### src/cpusl_pkg.sv
// cpu module support logic package: state codes, cycle codes, timing counts
// assumes a 10 MHz system clock sampling the processor's pins synchronously
package cpusl_pkg;
  // state code lines read as {bit2,bit1,bit0}
  localparam logic [2:0] STATE_FIRST      = 3'h2;
  localparam logic [2:0] STATE_INT_FIRST  = 3'h6;
  localparam logic [2:0] STATE_SECOND     = 3'h4;
  localparam logic [2:0] STATE_WAIT       = 3'h0;
  localparam logic [2:0] STATE_THIRD      = 3'h1;
  localparam logic [2:0] STATE_STOPPED    = 3'h3;
  localparam logic [2:0] STATE_FOURTH     = 3'h7;
  localparam logic [2:0] STATE_FIFTH      = 3'h5;
  // cycle bits as {d7,d6}
  localparam logic [1:0] CYC_FETCH        = 2'h0;
  localparam logic [1:0] CYC_READ         = 2'h2;
  localparam logic [1:0] CYC_IO           = 2'h1;
  localparam logic [1:0] CYC_WRITE        = 2'h3;
  localparam int         CYC_D6_BIT       = 6;
  localparam int         CYC_D7_BIT       = 7;
  // processor clock and system clock
  localparam int         CLK_HZ           = 10_000_000;
  localparam int         PHASE_HZ         = 800_000;
  localparam int         SYNC_HZ          = 400_000;
  localparam int         PHASE_PERIOD_CYC = CLK_HZ / PHASE_HZ;
  localparam int         PHASE_HALF_CYC   = PHASE_PERIOD_CYC / 2;
  localparam logic [3:0] PHASE_LAST       = 4'(PHASE_PERIOD_CYC - 1);
  localparam logic [3:0] PHI1_END         = 4'(PHASE_HALF_CYC / 2);
  localparam logic [3:0] PHI2_START       = 4'(PHASE_HALF_CYC);
  localparam logic [3:0] PHI2_END         = 4'(PHASE_HALF_CYC + PHASE_HALF_CYC / 2);
  localparam logic [7:0] BYTE_RESET       = 8'h00;
  // input multiplexer selection
  typedef enum logic [2:0] {
    CPUSL_SRC_MEM  = 3'h1,
    CPUSL_SRC_PERI = 3'h2,
    CPUSL_SRC_INTR = 3'h4
  } cpusl_src_type;
endpackage

### src/cpusl_latch8.sv
// cpu module support logic: eight-bit strobed latch with registered output
// assumes strobe and data are synchronous to clk
`timescale 1ns/1ps
module cpusl_latch8 (
  input  wire logic       clk,
  input  wire logic       reset,
  input  wire logic       strobe,
  input  wire logic [7:0] d,
  output logic      [7:0] q
);
  import cpusl_pkg::*;
  logic [7:0] q_reg;
  logic [7:0] q_next;
  always_comb begin
    q_next = strobe ? d : q_reg;
  end
  always_ff @(posedge clk) begin
    if (reset) begin
      q_reg <= BYTE_RESET;
    end else begin
      q_reg <= q_next;
    end
  end
  assign q = q_reg;
endmodule // cpusl_latch8

### src/cpusl_top.sv
// cpu module support logic: timing, cycle decode, bus steering, latches,
// wait, interrupt and hold handling around an eight-bit processor chip.
// assumes processor pins are sampled synchronously at clk; the phases are
// generated here by dividing clk, the sync arrives from the processor.
// Operation
// - latch cycle bits in second state, decode exclusive fetch/read/write/io outputs
// - derive combined phase from phases, buffered sync from sync, third-state aux from third state and buffered sync
// - multiplexer routes one of memory, peripheral or interrupt bytes to cpu
// - bus control picks source from third aux, io, write, interrupt, hold
// - input gate drives cpu bus only in third aux of non-write cycles
// - output data bus driven always except during hold
// - two address latches capture bus in first and second states
// - read/write line shows write only in third state of write cycle
// - stall request idles processor and raises wait acknowledge until withdrawn
// - processor idle intervals last an even number of clock periods
// - interrupt requests synchronised via buffered sync; latch seen exported
// - interrupt makes next fetch start in interrupt first state
// - interrupt first state steers multiplexer to interrupt instruction port
// - bus yield granted only when request meets wait or stopped state
// - while granted, address, data, rw and io strobes float; states off
// - hold persists while stall request stays asserted
// - status latch captures cpu output byte in fourth state
// - cycle code from bits 6,7: fetch 00, read 01, io 10, write 11
// - state lines decode to the eight documented states
// - two non-overlapping 833 kHz phases (12 clk periods), sync at 417 kHz
`timescale 1ns/1ps
module cpusl_top (
  input  wire logic       clk,
  input  wire logic       reset,
  input  wire logic [2:0] state_code_lines,
  input  wire logic       cpu_sync,
  input  wire logic [7:0] cpu_data_out,
  input  wire logic [7:0] mem_read_data,
  input  wire logic [7:0] peri_in_data,
  input  wire logic [7:0] intr_instr_data,
  input  wire logic       slow_memory_stall_req,
  input  wire logic       service_req,
  input  wire logic       stop_service_req,
  input  wire logic       bus_yield_req,
  output logic            phase1,
  output logic            phase2,
  output logic            combined_phase_n,
  output logic            sync_buffered,
  output logic            third_state_aux,
  output logic [7:0]      cpu_data_in,
  output logic            cpu_data_in_oe_n,
  output logic            cpu_ready,
  output logic            cpu_interrupt,
  output logic            fetch_cycle,
  output logic            mem_read_cycle,
  output logic            mem_write_cycle,
  output logic            io_cycle,
  output logic [7:0]      state_outputs,
  output logic [7:0]      addr_low,
  output logic [7:0]      addr_high,
  output logic            addr_oe_n,
  output logic [7:0]      data_out,
  output logic            data_out_oe_n,
  output logic            mem_write_n,
  output logic            mem_rw_oe_n,
  output logic            io_write_strobe,
  output logic            io_read_strobe,
  output logic            io_strobe_oe_n,
  output logic            wait_ack,
  output logic            service_req_seen,
  output logic            bus_yield_grant,
  output logic [7:0]      status_flags
);
  import cpusl_pkg::*;

  // phase generator; a state spans two phase periods
  logic [3:0] div_reg, div_next;
  logic       ph1_reg, ph1_next, ph2_reg, ph2_next;
  always_comb begin
    div_next = (div_reg == PHASE_LAST) ? 4'h0 : div_reg + 4'h1;
    ph1_next = (div_next < PHI1_END);
    ph2_next = (div_next >= PHI2_START) && (div_next < PHI2_END);
  end
  always_ff @(posedge clk) begin
    if (reset) begin
      div_reg <= 4'h0;
      ph1_reg <= 1'b0;
      ph2_reg <= 1'b0;
    end else begin
      div_reg <= div_next;
      ph1_reg <= ph1_next;
      ph2_reg <= ph2_next;
    end
  end
  wire logic ph2_rise = ph2_next && !ph2_reg;

  // state decode, one-hot
  logic [7:0] st;
  localparam int ST_T1 = 0, ST_T1I = 1, ST_T2 = 2, ST_WT = 3;
  localparam int ST_T3 = 4, ST_STP = 5, ST_T4 = 6, ST_T5 = 7;
  always_comb begin
    st = 8'h00;
    unique case (state_code_lines)
      STATE_FIRST:     st[ST_T1]  = 1'b1;
      STATE_INT_FIRST: st[ST_T1I] = 1'b1;
      STATE_SECOND:    st[ST_T2]  = 1'b1;
      STATE_WAIT:      st[ST_WT]  = 1'b1;
      STATE_THIRD:     st[ST_T3]  = 1'b1;
      STATE_STOPPED:   st[ST_STP] = 1'b1;
      STATE_FOURTH:    st[ST_T4]  = 1'b1;
      STATE_FIFTH:     st[ST_T5]  = 1'b1;
    endcase
  end

  // cycle decoder, auxiliary timing, interrupt, wait and hold state
  logic [1:0] cyc_reg, cyc_next;
  logic       sync_reg, sync_next, t3a_reg, t3a_next, c12_reg, c12_next;
  logic       irq_reg, irq_next, int_reg, int_next;
  logic       wait_reg, wait_next, hold_reg, hold_next;
  logic       odd_reg, odd_next;
  logic       jam_reg, jam_next;
  always_comb begin
    cyc_next = cyc_reg;
    if (st[ST_T2] && ph2_rise) begin
      cyc_next = {cpu_data_out[CYC_D7_BIT], cpu_data_out[CYC_D6_BIT]};
    end
    sync_next = cpu_sync;
    c12_next  = !(ph1_next || ph2_next);
    t3a_next  = st[ST_T3] && sync_reg;
    // request latched on buffered sync edges; either request sets it, and a set wins over the interrupt first clear
    irq_next = irq_reg;
    if (st[ST_T1I]) begin
      irq_next = 1'b0;
    end
    if (sync_next && !sync_reg) begin
      if (stop_service_req || service_req) begin
        irq_next = 1'b1;
      end
    end
    int_next = irq_reg;
    // jam must outlive the request latch: the byte is taken in third state
    jam_next = jam_reg;
    if (st[ST_T1I]) begin
      jam_next = 1'b1;
    end else if (st[ST_T1]) begin
      jam_next = 1'b0;
    end
    // idle toggles only on every second clk, keeping idle even
    odd_next  = !odd_reg;
    wait_next = wait_reg;
    if (!odd_reg) begin
      wait_next = slow_memory_stall_req;
    end
    hold_next = hold_reg;
    if (!hold_reg && bus_yield_req && (st[ST_WT] || st[ST_STP])) begin
      hold_next = 1'b1;
    end else if (hold_reg && !slow_memory_stall_req && (!st[ST_STP] || !bus_yield_req)) begin
      hold_next = 1'b0;
    end
  end
  always_ff @(posedge clk) begin
    if (reset) begin
      cyc_reg  <= CYC_FETCH;
      sync_reg <= 1'b0;
      c12_reg  <= 1'b1;
      t3a_reg  <= 1'b0;
      irq_reg  <= 1'b0;
      int_reg  <= 1'b0;
      wait_reg <= 1'b0;
      hold_reg <= 1'b0;
      odd_reg  <= 1'b0;
      jam_reg  <= 1'b0;
    end else begin
      cyc_reg  <= cyc_next;
      sync_reg <= sync_next;
      c12_reg  <= c12_next;
      t3a_reg  <= t3a_next;
      irq_reg  <= irq_next;
      int_reg  <= int_next;
      wait_reg <= wait_next;
      hold_reg <= hold_next;
      odd_reg  <= odd_next;
      jam_reg  <= jam_next;
    end
  end

  // bus control and input multiplexer
  cpusl_src_type src;
  logic [7:0]    mux_data;
  logic          gate_on;
  always_comb begin
    if (st[ST_T1I] || (cyc_reg == CYC_FETCH && jam_reg)) begin
      src = CPUSL_SRC_INTR;
    end else if (cyc_reg == CYC_IO) begin
      src = CPUSL_SRC_PERI;
    end else begin
      src = CPUSL_SRC_MEM;
    end
    unique case (src)
      CPUSL_SRC_MEM:  mux_data = mem_read_data;
      CPUSL_SRC_PERI: mux_data = peri_in_data;
      CPUSL_SRC_INTR: mux_data = intr_instr_data;
      default:        mux_data = mem_read_data;
    endcase
    gate_on = t3a_next && (cyc_reg != CYC_WRITE) && !hold_reg;
  end

  // registered outputs
  logic [7:0] din_reg, sto_reg;
  logic       din_oe_n_reg, mwn_reg, iow_reg, ior_reg, rdy_reg;
  logic [3:0] cyo_reg;
  always_ff @(posedge clk) begin
    if (reset) begin
      din_reg      <= BYTE_RESET;
      din_oe_n_reg <= 1'b1;
      sto_reg      <= BYTE_RESET;
      cyo_reg      <= 4'h0;
      mwn_reg      <= 1'b1;
      rdy_reg      <= 1'b1;
      iow_reg      <= 1'b0;
      ior_reg      <= 1'b0;
    end else begin
      din_reg      <= mux_data;
      din_oe_n_reg <= !gate_on;
      sto_reg      <= hold_next ? 8'h00 : st;
      cyo_reg      <= {cyc_next == CYC_IO, cyc_next == CYC_WRITE,
                       cyc_next == CYC_READ, cyc_next == CYC_FETCH};
      mwn_reg      <= !(st[ST_T3] && cyc_reg == CYC_WRITE);
      rdy_reg      <= !wait_next;
      iow_reg      <= t3a_next && cyc_reg == CYC_IO && cpu_data_out[CYC_D6_BIT];
      ior_reg      <= t3a_next && cyc_reg == CYC_IO && !cpu_data_out[CYC_D6_BIT];
    end
  end

  // address and status latches
  cpusl_latch8 u_addr_lo (
    .clk    (clk),
    .reset  (reset),
    .strobe (st[ST_T1] || st[ST_T1I]),
    .d      (cpu_data_out),
    .q      (addr_low)
  );
  cpusl_latch8 u_addr_hi (
    .clk    (clk),
    .reset  (reset),
    .strobe (st[ST_T2]),
    .d      (cpu_data_out),
    .q      (addr_high)
  );
  cpusl_latch8 u_status (
    .clk    (clk),
    .reset  (reset),
    .strobe (st[ST_T4] && ph2_rise),
    .d      (cpu_data_out),
    .q      (status_flags)
  );

  // data out register mirrors the processor bus every clk, in hold time too
  logic [7:0] dout_reg;
  always_ff @(posedge clk) begin
    if (reset) begin
      dout_reg <= BYTE_RESET;
    end else begin
      dout_reg <= cpu_data_out;
    end
  end

  assign phase1           = ph1_reg;
  assign phase2           = ph2_reg;
  assign combined_phase_n = c12_reg;
  assign sync_buffered    = sync_reg;
  assign third_state_aux  = t3a_reg;
  assign cpu_data_in      = din_reg;
  assign cpu_data_in_oe_n = din_oe_n_reg;
  assign cpu_ready        = rdy_reg;
  assign cpu_interrupt    = int_reg;
  assign fetch_cycle      = cyo_reg[0];
  assign mem_read_cycle   = cyo_reg[1];
  assign mem_write_cycle  = cyo_reg[2];
  assign io_cycle         = cyo_reg[3];
  assign state_outputs    = sto_reg;
  assign addr_oe_n        = hold_reg;
  assign data_out         = dout_reg;
  assign data_out_oe_n    = hold_reg;
  assign mem_write_n      = mwn_reg;
  assign mem_rw_oe_n      = hold_reg;
  assign io_write_strobe  = iow_reg;
  assign io_read_strobe   = ior_reg;
  assign io_strobe_oe_n   = hold_reg;
  assign wait_ack         = wait_reg;
  assign service_req_seen = irq_reg;
  assign bus_yield_grant  = hold_reg;

  a_wait_even: assert property (@(posedge clk) disable iff (reset)
    $changed(wait_reg) |-> odd_reg)
    else $error("wait changed off an even boundary");
  a_wait_follows: assert property (@(posedge clk) disable iff (reset)
    slow_memory_stall_req ##1 slow_memory_stall_req |=> wait_ack)
    else $error("stall request not acknowledged");
  a_grant_cause: assert property (@(posedge clk) disable iff (reset)
    $rose(bus_yield_grant) |-> $past(bus_yield_req) &&
      ($past(state_code_lines) == STATE_WAIT || $past(state_code_lines) == STATE_STOPPED))
    else $error("grant without request");
  a_hold_float: assert property (@(posedge clk) disable iff (reset)
    bus_yield_grant |-> data_out_oe_n && addr_oe_n && mem_rw_oe_n && io_strobe_oe_n &&
      state_outputs == 8'h00)
    else $error("bus driven during hold");
  a_hold_keep: assert property (@(posedge clk) disable iff (reset)
    bus_yield_grant && slow_memory_stall_req |=> bus_yield_grant)
    else $error("hold dropped while stall held");
  a_rw_write: assert property (@(posedge clk) disable iff (reset)
    !mem_write_n |-> $past(state_code_lines) == STATE_THIRD)
    else $error("write outside third state");
  a_cycle_onehot: assert property (@(posedge clk) disable iff (reset)
    $onehot({fetch_cycle, mem_read_cycle, mem_write_cycle, io_cycle}) || $past(reset))
    else $error("cycle outputs not exclusive");
  a_irq_clear: assert property (@(posedge clk) disable iff (reset)
    state_code_lines == STATE_INT_FIRST && !$rose(sync_buffered) && !cpu_sync
      |=> !service_req_seen)
    else $error("interrupt latch not cleared");
  a_gate_write: assert property (@(posedge clk) disable iff (reset)
    !cpu_data_in_oe_n |-> !mem_write_cycle)
    else $error("input gate open in write cycle");
  a_jam_select: assert property (@(posedge clk) disable iff (reset)
    state_code_lines == STATE_INT_FIRST |=> cpu_data_in == $past(intr_instr_data))
    else $error("interrupt port not selected");
endmodule // cpusl_top

### config.mk
export PLATFORM = sky130hd
export DESIGN_NAME = cpusl_top
export DESIGN_NICKNAME = d
export VERILOG_FILES = /design/src/cpusl_pkg.sv /design/src/cpusl_latch8.sv /design/src/cpusl_top.sv
export SDC_FILE = /design/constraint.sdc
export NUM_CORES = 1
export LEC_CHECK = 0
export ABC_CLOCK_PERIOD_IN_PS = 3600
export BUFFER_PORTS_ARGS = -buffer_cell sky130_fd_sc_hd__buf_4
export CORE_MARGIN = 4
export CORE_UTILIZATION = 45
export CTS_CLUSTER_DIAMETER = 120
export DETAILED_ROUTE_END_ITERATION = 16
export GPL_TIMING_DRIVEN = 0
export PLACE_DENSITY = 0.76
export SLEW_MARGIN = 15
export SYNTH_ARGS = -nofsm -noshare
export SYNTH_HDL_FRONTEND = slang
export SYNTH_HIERARCHICAL = 1
export SYNTH_SLANG_ARGS = --single-unit
### constraint.sdc
create_clock -name clk -period 3.6 [get_ports clk]
set_clock_uncertainty 0.2 [all_clocks]
set_input_delay 0.72 -clock clk [delete_from_list [all_inputs] [get_ports clk]]
set_output_delay 0.72 -clock clk [all_outputs]
set_load 0.05 [all_outputs]
==> results.tsv, run 1 <==
stage	metric	value	unit
critical_path	r2r_setup_slack	940	ps
yosys	synthArstFlopShare	0	%
routing	drtPass1Iterations	5	
sta	fin_crit	2660	ps
final_layout	fin_cells	476	
min_path	hold_depth	1	
sta	finalCritPeriodShare	73.9	%
floorplanning	die_y	85.7	um
placement	place_ws	972	ps
critical_path	path_max_fanout	8	
yosys	seq_area_frac_synth	54.5	%
cts	clockRootBuffer	clkbuf_8	
floorplanning	chipWidth	85.7	um
sta	tns	0	ps
floorplanning	coreArea	5890	sq um
grt	antenna_found_initial	0	
floorplanning	rows	28	
floorplanning	pin_count	112	
critical_path	path_cells	ha_1, or3b_1, a21oi_2, o21ai_0, nor3_1, buf_6, mux2i_1, nor2_1	
routing	ant_nets	0	
critical_path	r2r_cells	8	
yosys	yosys_warnings	6	
routing	remaining_drc_errors	0	
cts	clk_pin_slew_worst_paths	80	ps
grt	grt_max_degree	13	
final_layout	area_growth_syn_to_layout	42.9	%
sta	tightestPinTransition	571	ps
min_path	worstHoldEndpoint	odd_reg	
power	peakVddDrop	0.000276	V
min_path	hp-class	register to register	
power	total_power	1.98	mW
yosys	post_synth.cell_area_avg	9.84	sq um
grt	track_usage	18.8	%
floorplanning	die_area	7340	sq um
placement	gp_congestion	0.789	
grt	gr-total-overflow	0	
routing	wl_met3	759	um
critical_path	end_kind	register	
critical_path	critical_path_required	3620	ps
power	powerDensity	509	nW/um^2
final_layout	final_common_cell	buf_4	
critical_path	critPathMaxStageDelay	460	ps
sta	rsz0062_at_grt	no	
yosys	synth-seq-cells	74	
placement	placed_cells	460	
status	outcome	completed	
job	maxCapViolCount	0	
sta	setup_viol	0	
final_layout	nets	441	
routing	wl_per_cell	14.1	um
final_layout	final_cell_mix	113 x buf_4, 74 x dfxtp_1, 43 x nor2_1	
critical_path	crit_path_top_delay_cell	dfxtp_1	
sta	hold_viol_final	0	
cts	tritoncts	yes	
routing	wl	6720	um
yosys	synth_edf_count	0	
routing	vias	2317	
routing	via_per_inst	4.87	
yosys	syn_area	2720	sq um
floorplanning	initial_core_util	46.2	%
yosys	syn-num-nets	321	
cts	post_cts_buffers	0	
cts	clock_path_buffers	2	
routing	highest-signal-layer	met4	
yosys	synth_cells	276	
yosys	synth.distinct_cells	36	
cts	h-tree-depth	3	
placement	dp_hpwl	5020	um
final_layout	drive_above_1_share	34.7	%
cts	numCtsBuffers	9	
routing	wl_met1	2710	um
critical_path	reg2reg_to	u_status/q[4]	
min_path	worstHoldStart	odd_reg	
critical_path	cp-start-kind	register	
routing	drt_iter0_drc	177	
final_layout	n_antenna_cell	0	
sta	drv_slew	0	
cts	insertion_delay	350	ps
cts	ctsResizeCount	0	
yosys	synth_flop_cell	dfxtp_1	
sta	worst_slack	940	ps
power	p_leak	1.80	nW
cts	cts_hold_buffers	0	
routing	wl_met2	3090	um
cts	cts_sinks	74	
critical_path	reg2reg_from	div_reg[0]	
sta	slew_headroom	61.9	%
critical_path	critPathKind	register to register	
critical_path	cp.arrival	2680	ps
grt	grt_pass1_wl	10800	um
grt	first_global_vias	2326	
placement	port_buffers	109	
sta	fmax	0.376	GHz
==> synthesized netlist by cell type, drive strengths merged (6+ instances only) <==
library cell / n / area, sq um
a21oi: 6 / 33.8
a31oi: 8 / 50.1
buf: 12 / 83.8
dfxtp: 74 / 1480
inv: 10 / 37.5
mux2i: 29 / 290
nand2: 24 / 90.1
nand2b: 7 / 43.8
nand3: 11 / 55.1
nor2: 43 / 161
nor2b: 13 / 83.8
nor3: 8 / 40.0
==> stage by stage <==
stage	hold slack (ps)	area, sq um	util, %
2_1_floorplan	213	2720	-
3_3_place_gp	225	3630	61.6
3_5_place_dp	229	3630	61.6
4_1_cts	246	3880	65.9
5_1_grt	281	3880	65.9
6_report	250	3880	65.9
==> cell type report <==
class	instances	area, sq um
buffer	17	103
clock buffer	12	155
clock inverter	4	97.6
fill	500	2000
inverter	10	37.5
multi-input combinational	175	1090
sequential	74	1480
tap	75	93.8
timing repair buffer	109	818
==> routing by layer <==
layer	GRT usage [%]	up-vias
met3	8.26	16
met4	9.06	0
met5	0	-
met2	30.6	93
li1	-	1154
met1	20.9	1054
==> worst max-delay path by stage <==
| stage | slack [ps] | startpoint | endpoint |
|---|---|---|---|
| final | 940 | div_reg[0] | u_status/q[4] |
| after global routing | 790 | div_reg[0] | u_status/q[0] |
| after CTS | 930 | div_reg[0] | u_status/q[4] |
| after detailed placement | 970 | div_reg[0] | u_status/q[7] |
| after global placement | 1010 | div_reg[0] | u_status/q[7] |
| after floorplan | 1280 | div_reg[0] | u_status/q[0] |
==> critical path: cells and delay by family, from the launching register on <==
kind / cells / cell delay (ps)
AO/OA/AOI/OAI: 2 / 380
flip-flops: 1 / 460
adder cells (fa/ha/maj): 1 / 290
buffers and inverters: 1 / 200
multiplexers: 1 / 210
AND/OR/NAND/NOR: 3 / 790
==> cells by family (layout without fill, tap and decap cells) <==
kind of cell,after synthesis,in the layout,share of synthesized area [%]
buffers and inverters,27,152,5.16
DFF,74,74,54.5
adders and majority gates,3,3,1.38
and+or+nand+nor,117,117,20.5
AOI/OAI and AO/OA,23,23,6.13
muxes,32,32,12.3
==> report_power, final <==
group / internal [mW] / switching, mW / total, mW
sequential: 0.854 / 0.0178 / 0.872
clock: 0.499 / 0.297 / 0.795
combinational: 0.111 / 0.198 / 0.309
(Power assumes the default switching activity.)
==> run 2, diff against run 1 <==
--- a/config.mk
+++ b/config.mk
@@ -5,7 +5,7 @@
 export SDC_FILE = /design/constraint.sdc
 export NUM_CORES = 1
 export LEC_CHECK = 0
-export ABC_CLOCK_PERIOD_IN_PS = 3600
+export ABC_CLOCK_PERIOD_IN_PS = 2450
 export BUFFER_PORTS_ARGS = -buffer_cell sky130_fd_sc_hd__buf_4
 export CORE_MARGIN = 4
 export CORE_UTILIZATION = 45
==> constraint.sdc (replaced) <==
create_clock -name clk -period 2.45 [get_ports clk]
set_clock_uncertainty 0.2 [all_clocks]
set_input_delay 0.49 -clock clk [delete_from_list [all_inputs] [get_ports clk]]
set_output_delay 0.49 -clock clk [all_outputs]
set_load 0.05 [all_outputs]
==> results.tsv, run 2 (same netlist as run 1, synthesis figures left out) <==
stage	metric	value	unit
floorplanning	pin_count	112	
min_path	hold_depth	2	
cts	insertion_delay	350	ps
final_layout	fin_cells	476	
final_layout	n_antenna_cell	0	
critical_path	crit_family	simple AND/OR/NAND/NOR gates	
floorplanning	chipWidth	85.7	um
grt	antenna_found_initial	0	
sta	drv_slew	0	
sta	slew_headroom	61.8	%
cts	clock_path_buffers	2	
critical_path	crit_path_top_delay_cell	or3b_4	
min_path	hp-class	input pin to register	
placement	dp_hpwl	5020	um
floorplanning	coreArea	5890	sq um
routing	wl_per_cell	14.3	um
power	peakVddDrop	0.000406	V
cts	post_cts_buffers	0	
routing	vias	2331	
sta	hold_viol_final	0	
routing	wl	6790	um
final_layout	nets	441	
routing	via_per_inst	4.90	
critical_path	crit_buf_inv	1	
final_layout	nFillCells	492	
placement	placed_cells	460	
power	powerDensity	744	nW/um^2
critical_path	end_kind	register	
status	outcome	completed	
power	p_leak	1.80	nW
grt	track_usage	18.8	%
cts	clockRootBuffer	clkbuf_8	
placement	port_buffers	109	
critical_path	crit_cells	8	
sta	tightestPinTransition	572	ps
routing	drt_iter0_drc	154	
critical_path	path_max_fanout	8	
critical_path	critical_path_required	2470	ps
floorplanning	die_area	7340	sq um
floorplanning	rows	28	
placement	gp_congestion	0.789	
final_layout	final_cell_mix	113 x buf_4, 72 x dfxtp_1, 43 x nor2_1	
grt	first_global_vias	2326	
cts	cts_sinks	74	
critical_path	critPathMaxStageDelay	410	ps
routing	remaining_drc_errors	0	
final_layout	area_growth_syn_to_layout	44.2	%
critical_path	cp.arrival	2330	ps
sta	finalCritPeriodShare	94.3	%
final_layout	final_common_cell	buf_4	
floorplanning	initial_core_util	46.2	%
cts	tritoncts	yes	
routing	ant_nets	0	
routing	drtPass1Iterations	4	
final_layout	drive_above_1_share	36.2	%
critical_path	cp-start-kind	register	
sta	whs	181	ps
cts	h-tree-depth	3	
sta	fin_crit	2310	ps
final_layout	final_area	3920	sq um
sta	rsz0062_at_grt	no	
floorplanning	die_y	85.7	um
cts	numCtsBuffers	9	
critical_path	path_cells	ha_4, or3b_4, a21oi_4, o21ai_1, nor3_2, buf_6, mux2i_2, nor2_1	
grt	grt_max_degree	13	
critical_path	critPathKind	register to register	
sta	fmax	0.433	GHz
sta	setup_viol	0	
critical_path	r2r_cells	8	
grt	grt_pass1_wl	10800	um
cts	clk_pin_slew_worst_paths	70	ps
grt	gr-total-overflow	0	
job	maxCapViolCount	0	
placement	placed_cell_area	3630	sq um
==> run 2: stage by stage <==
step | worst slack, ps | util, % | power (mW) | TNS, ps
detailed placement | -178 | 61.6 | 1.77 | -1270
finish | 140 | 66.6 | 2.91 | 0
global route | 34.2 | 66.6 | 3.02 | 0
global placement | -141 | 61.6 | 1.76 | -1090
CTS | 9.93 | 66.1 | 2.93 | 0
floorplan | 127 | - | 1.60 | 0
==> run 2: final timing paths <==
kind / from / endpoint / slack [ps]
max: div_reg[1] / u_status/q[0] / 140
min: cpu_data_out[6] / io_read_strobe / 180
max reg2reg: div_reg[1] / u_status/q[0] / 140
min reg2reg: odd_reg / odd_reg / 250
==> run 2: timing repair <==
| action | CTS | global route |
|---|---|---|
| pin swaps | 2 | 2 |
| cloned | 0 | 0 |
| setup endpoints to repair | 8 | 8 |
| gates resized for setup | 5 | 5 |
| hold buffers | 0 | 0 |
==> run 2: layout make-up <==
| cell class | count | area, sq um | area share [%] |
|---|---|---|---|
| timing repair buffer | 109 | 818 | 20.9 |
| multi-input combinational | 175 | 1130 | 28.7 |
| clock inverter | 4 | 97.6 | 2.49 |
| sequential | 74 | 1490 | 37.9 |
| clock buffer | 12 | 155 | 3.96 |
| buffer | 17 | 103 | 2.62 |
| inverter | 10 | 37.5 | 0.958 |
| tap | 75 | 93.8 | 2.40 |
==> run 2: report_power, final <==
part / leakage (nW) / switching, mW / internal (mW) / total (mW)
clock: 0.123 / 0.438 / 0.733 / 1.17
combinational: 1.07 / 0.295 / 0.165 / 0.460
sequential: 0.607 / 0.0279 / 1.25 / 1.28
total: 1.80 / 0.760 / 2.15 / 2.91
==> run 2: per-layer routing <==
metal  vias up  global-route usage [%]  share of wire, %
li1       1154                       -                 -
met1      1062                    20.9                40
met2        99                    30.6                46
met3        16                    8.26                11
met4         0                    9.06               2.4
met5         -                       0                 0
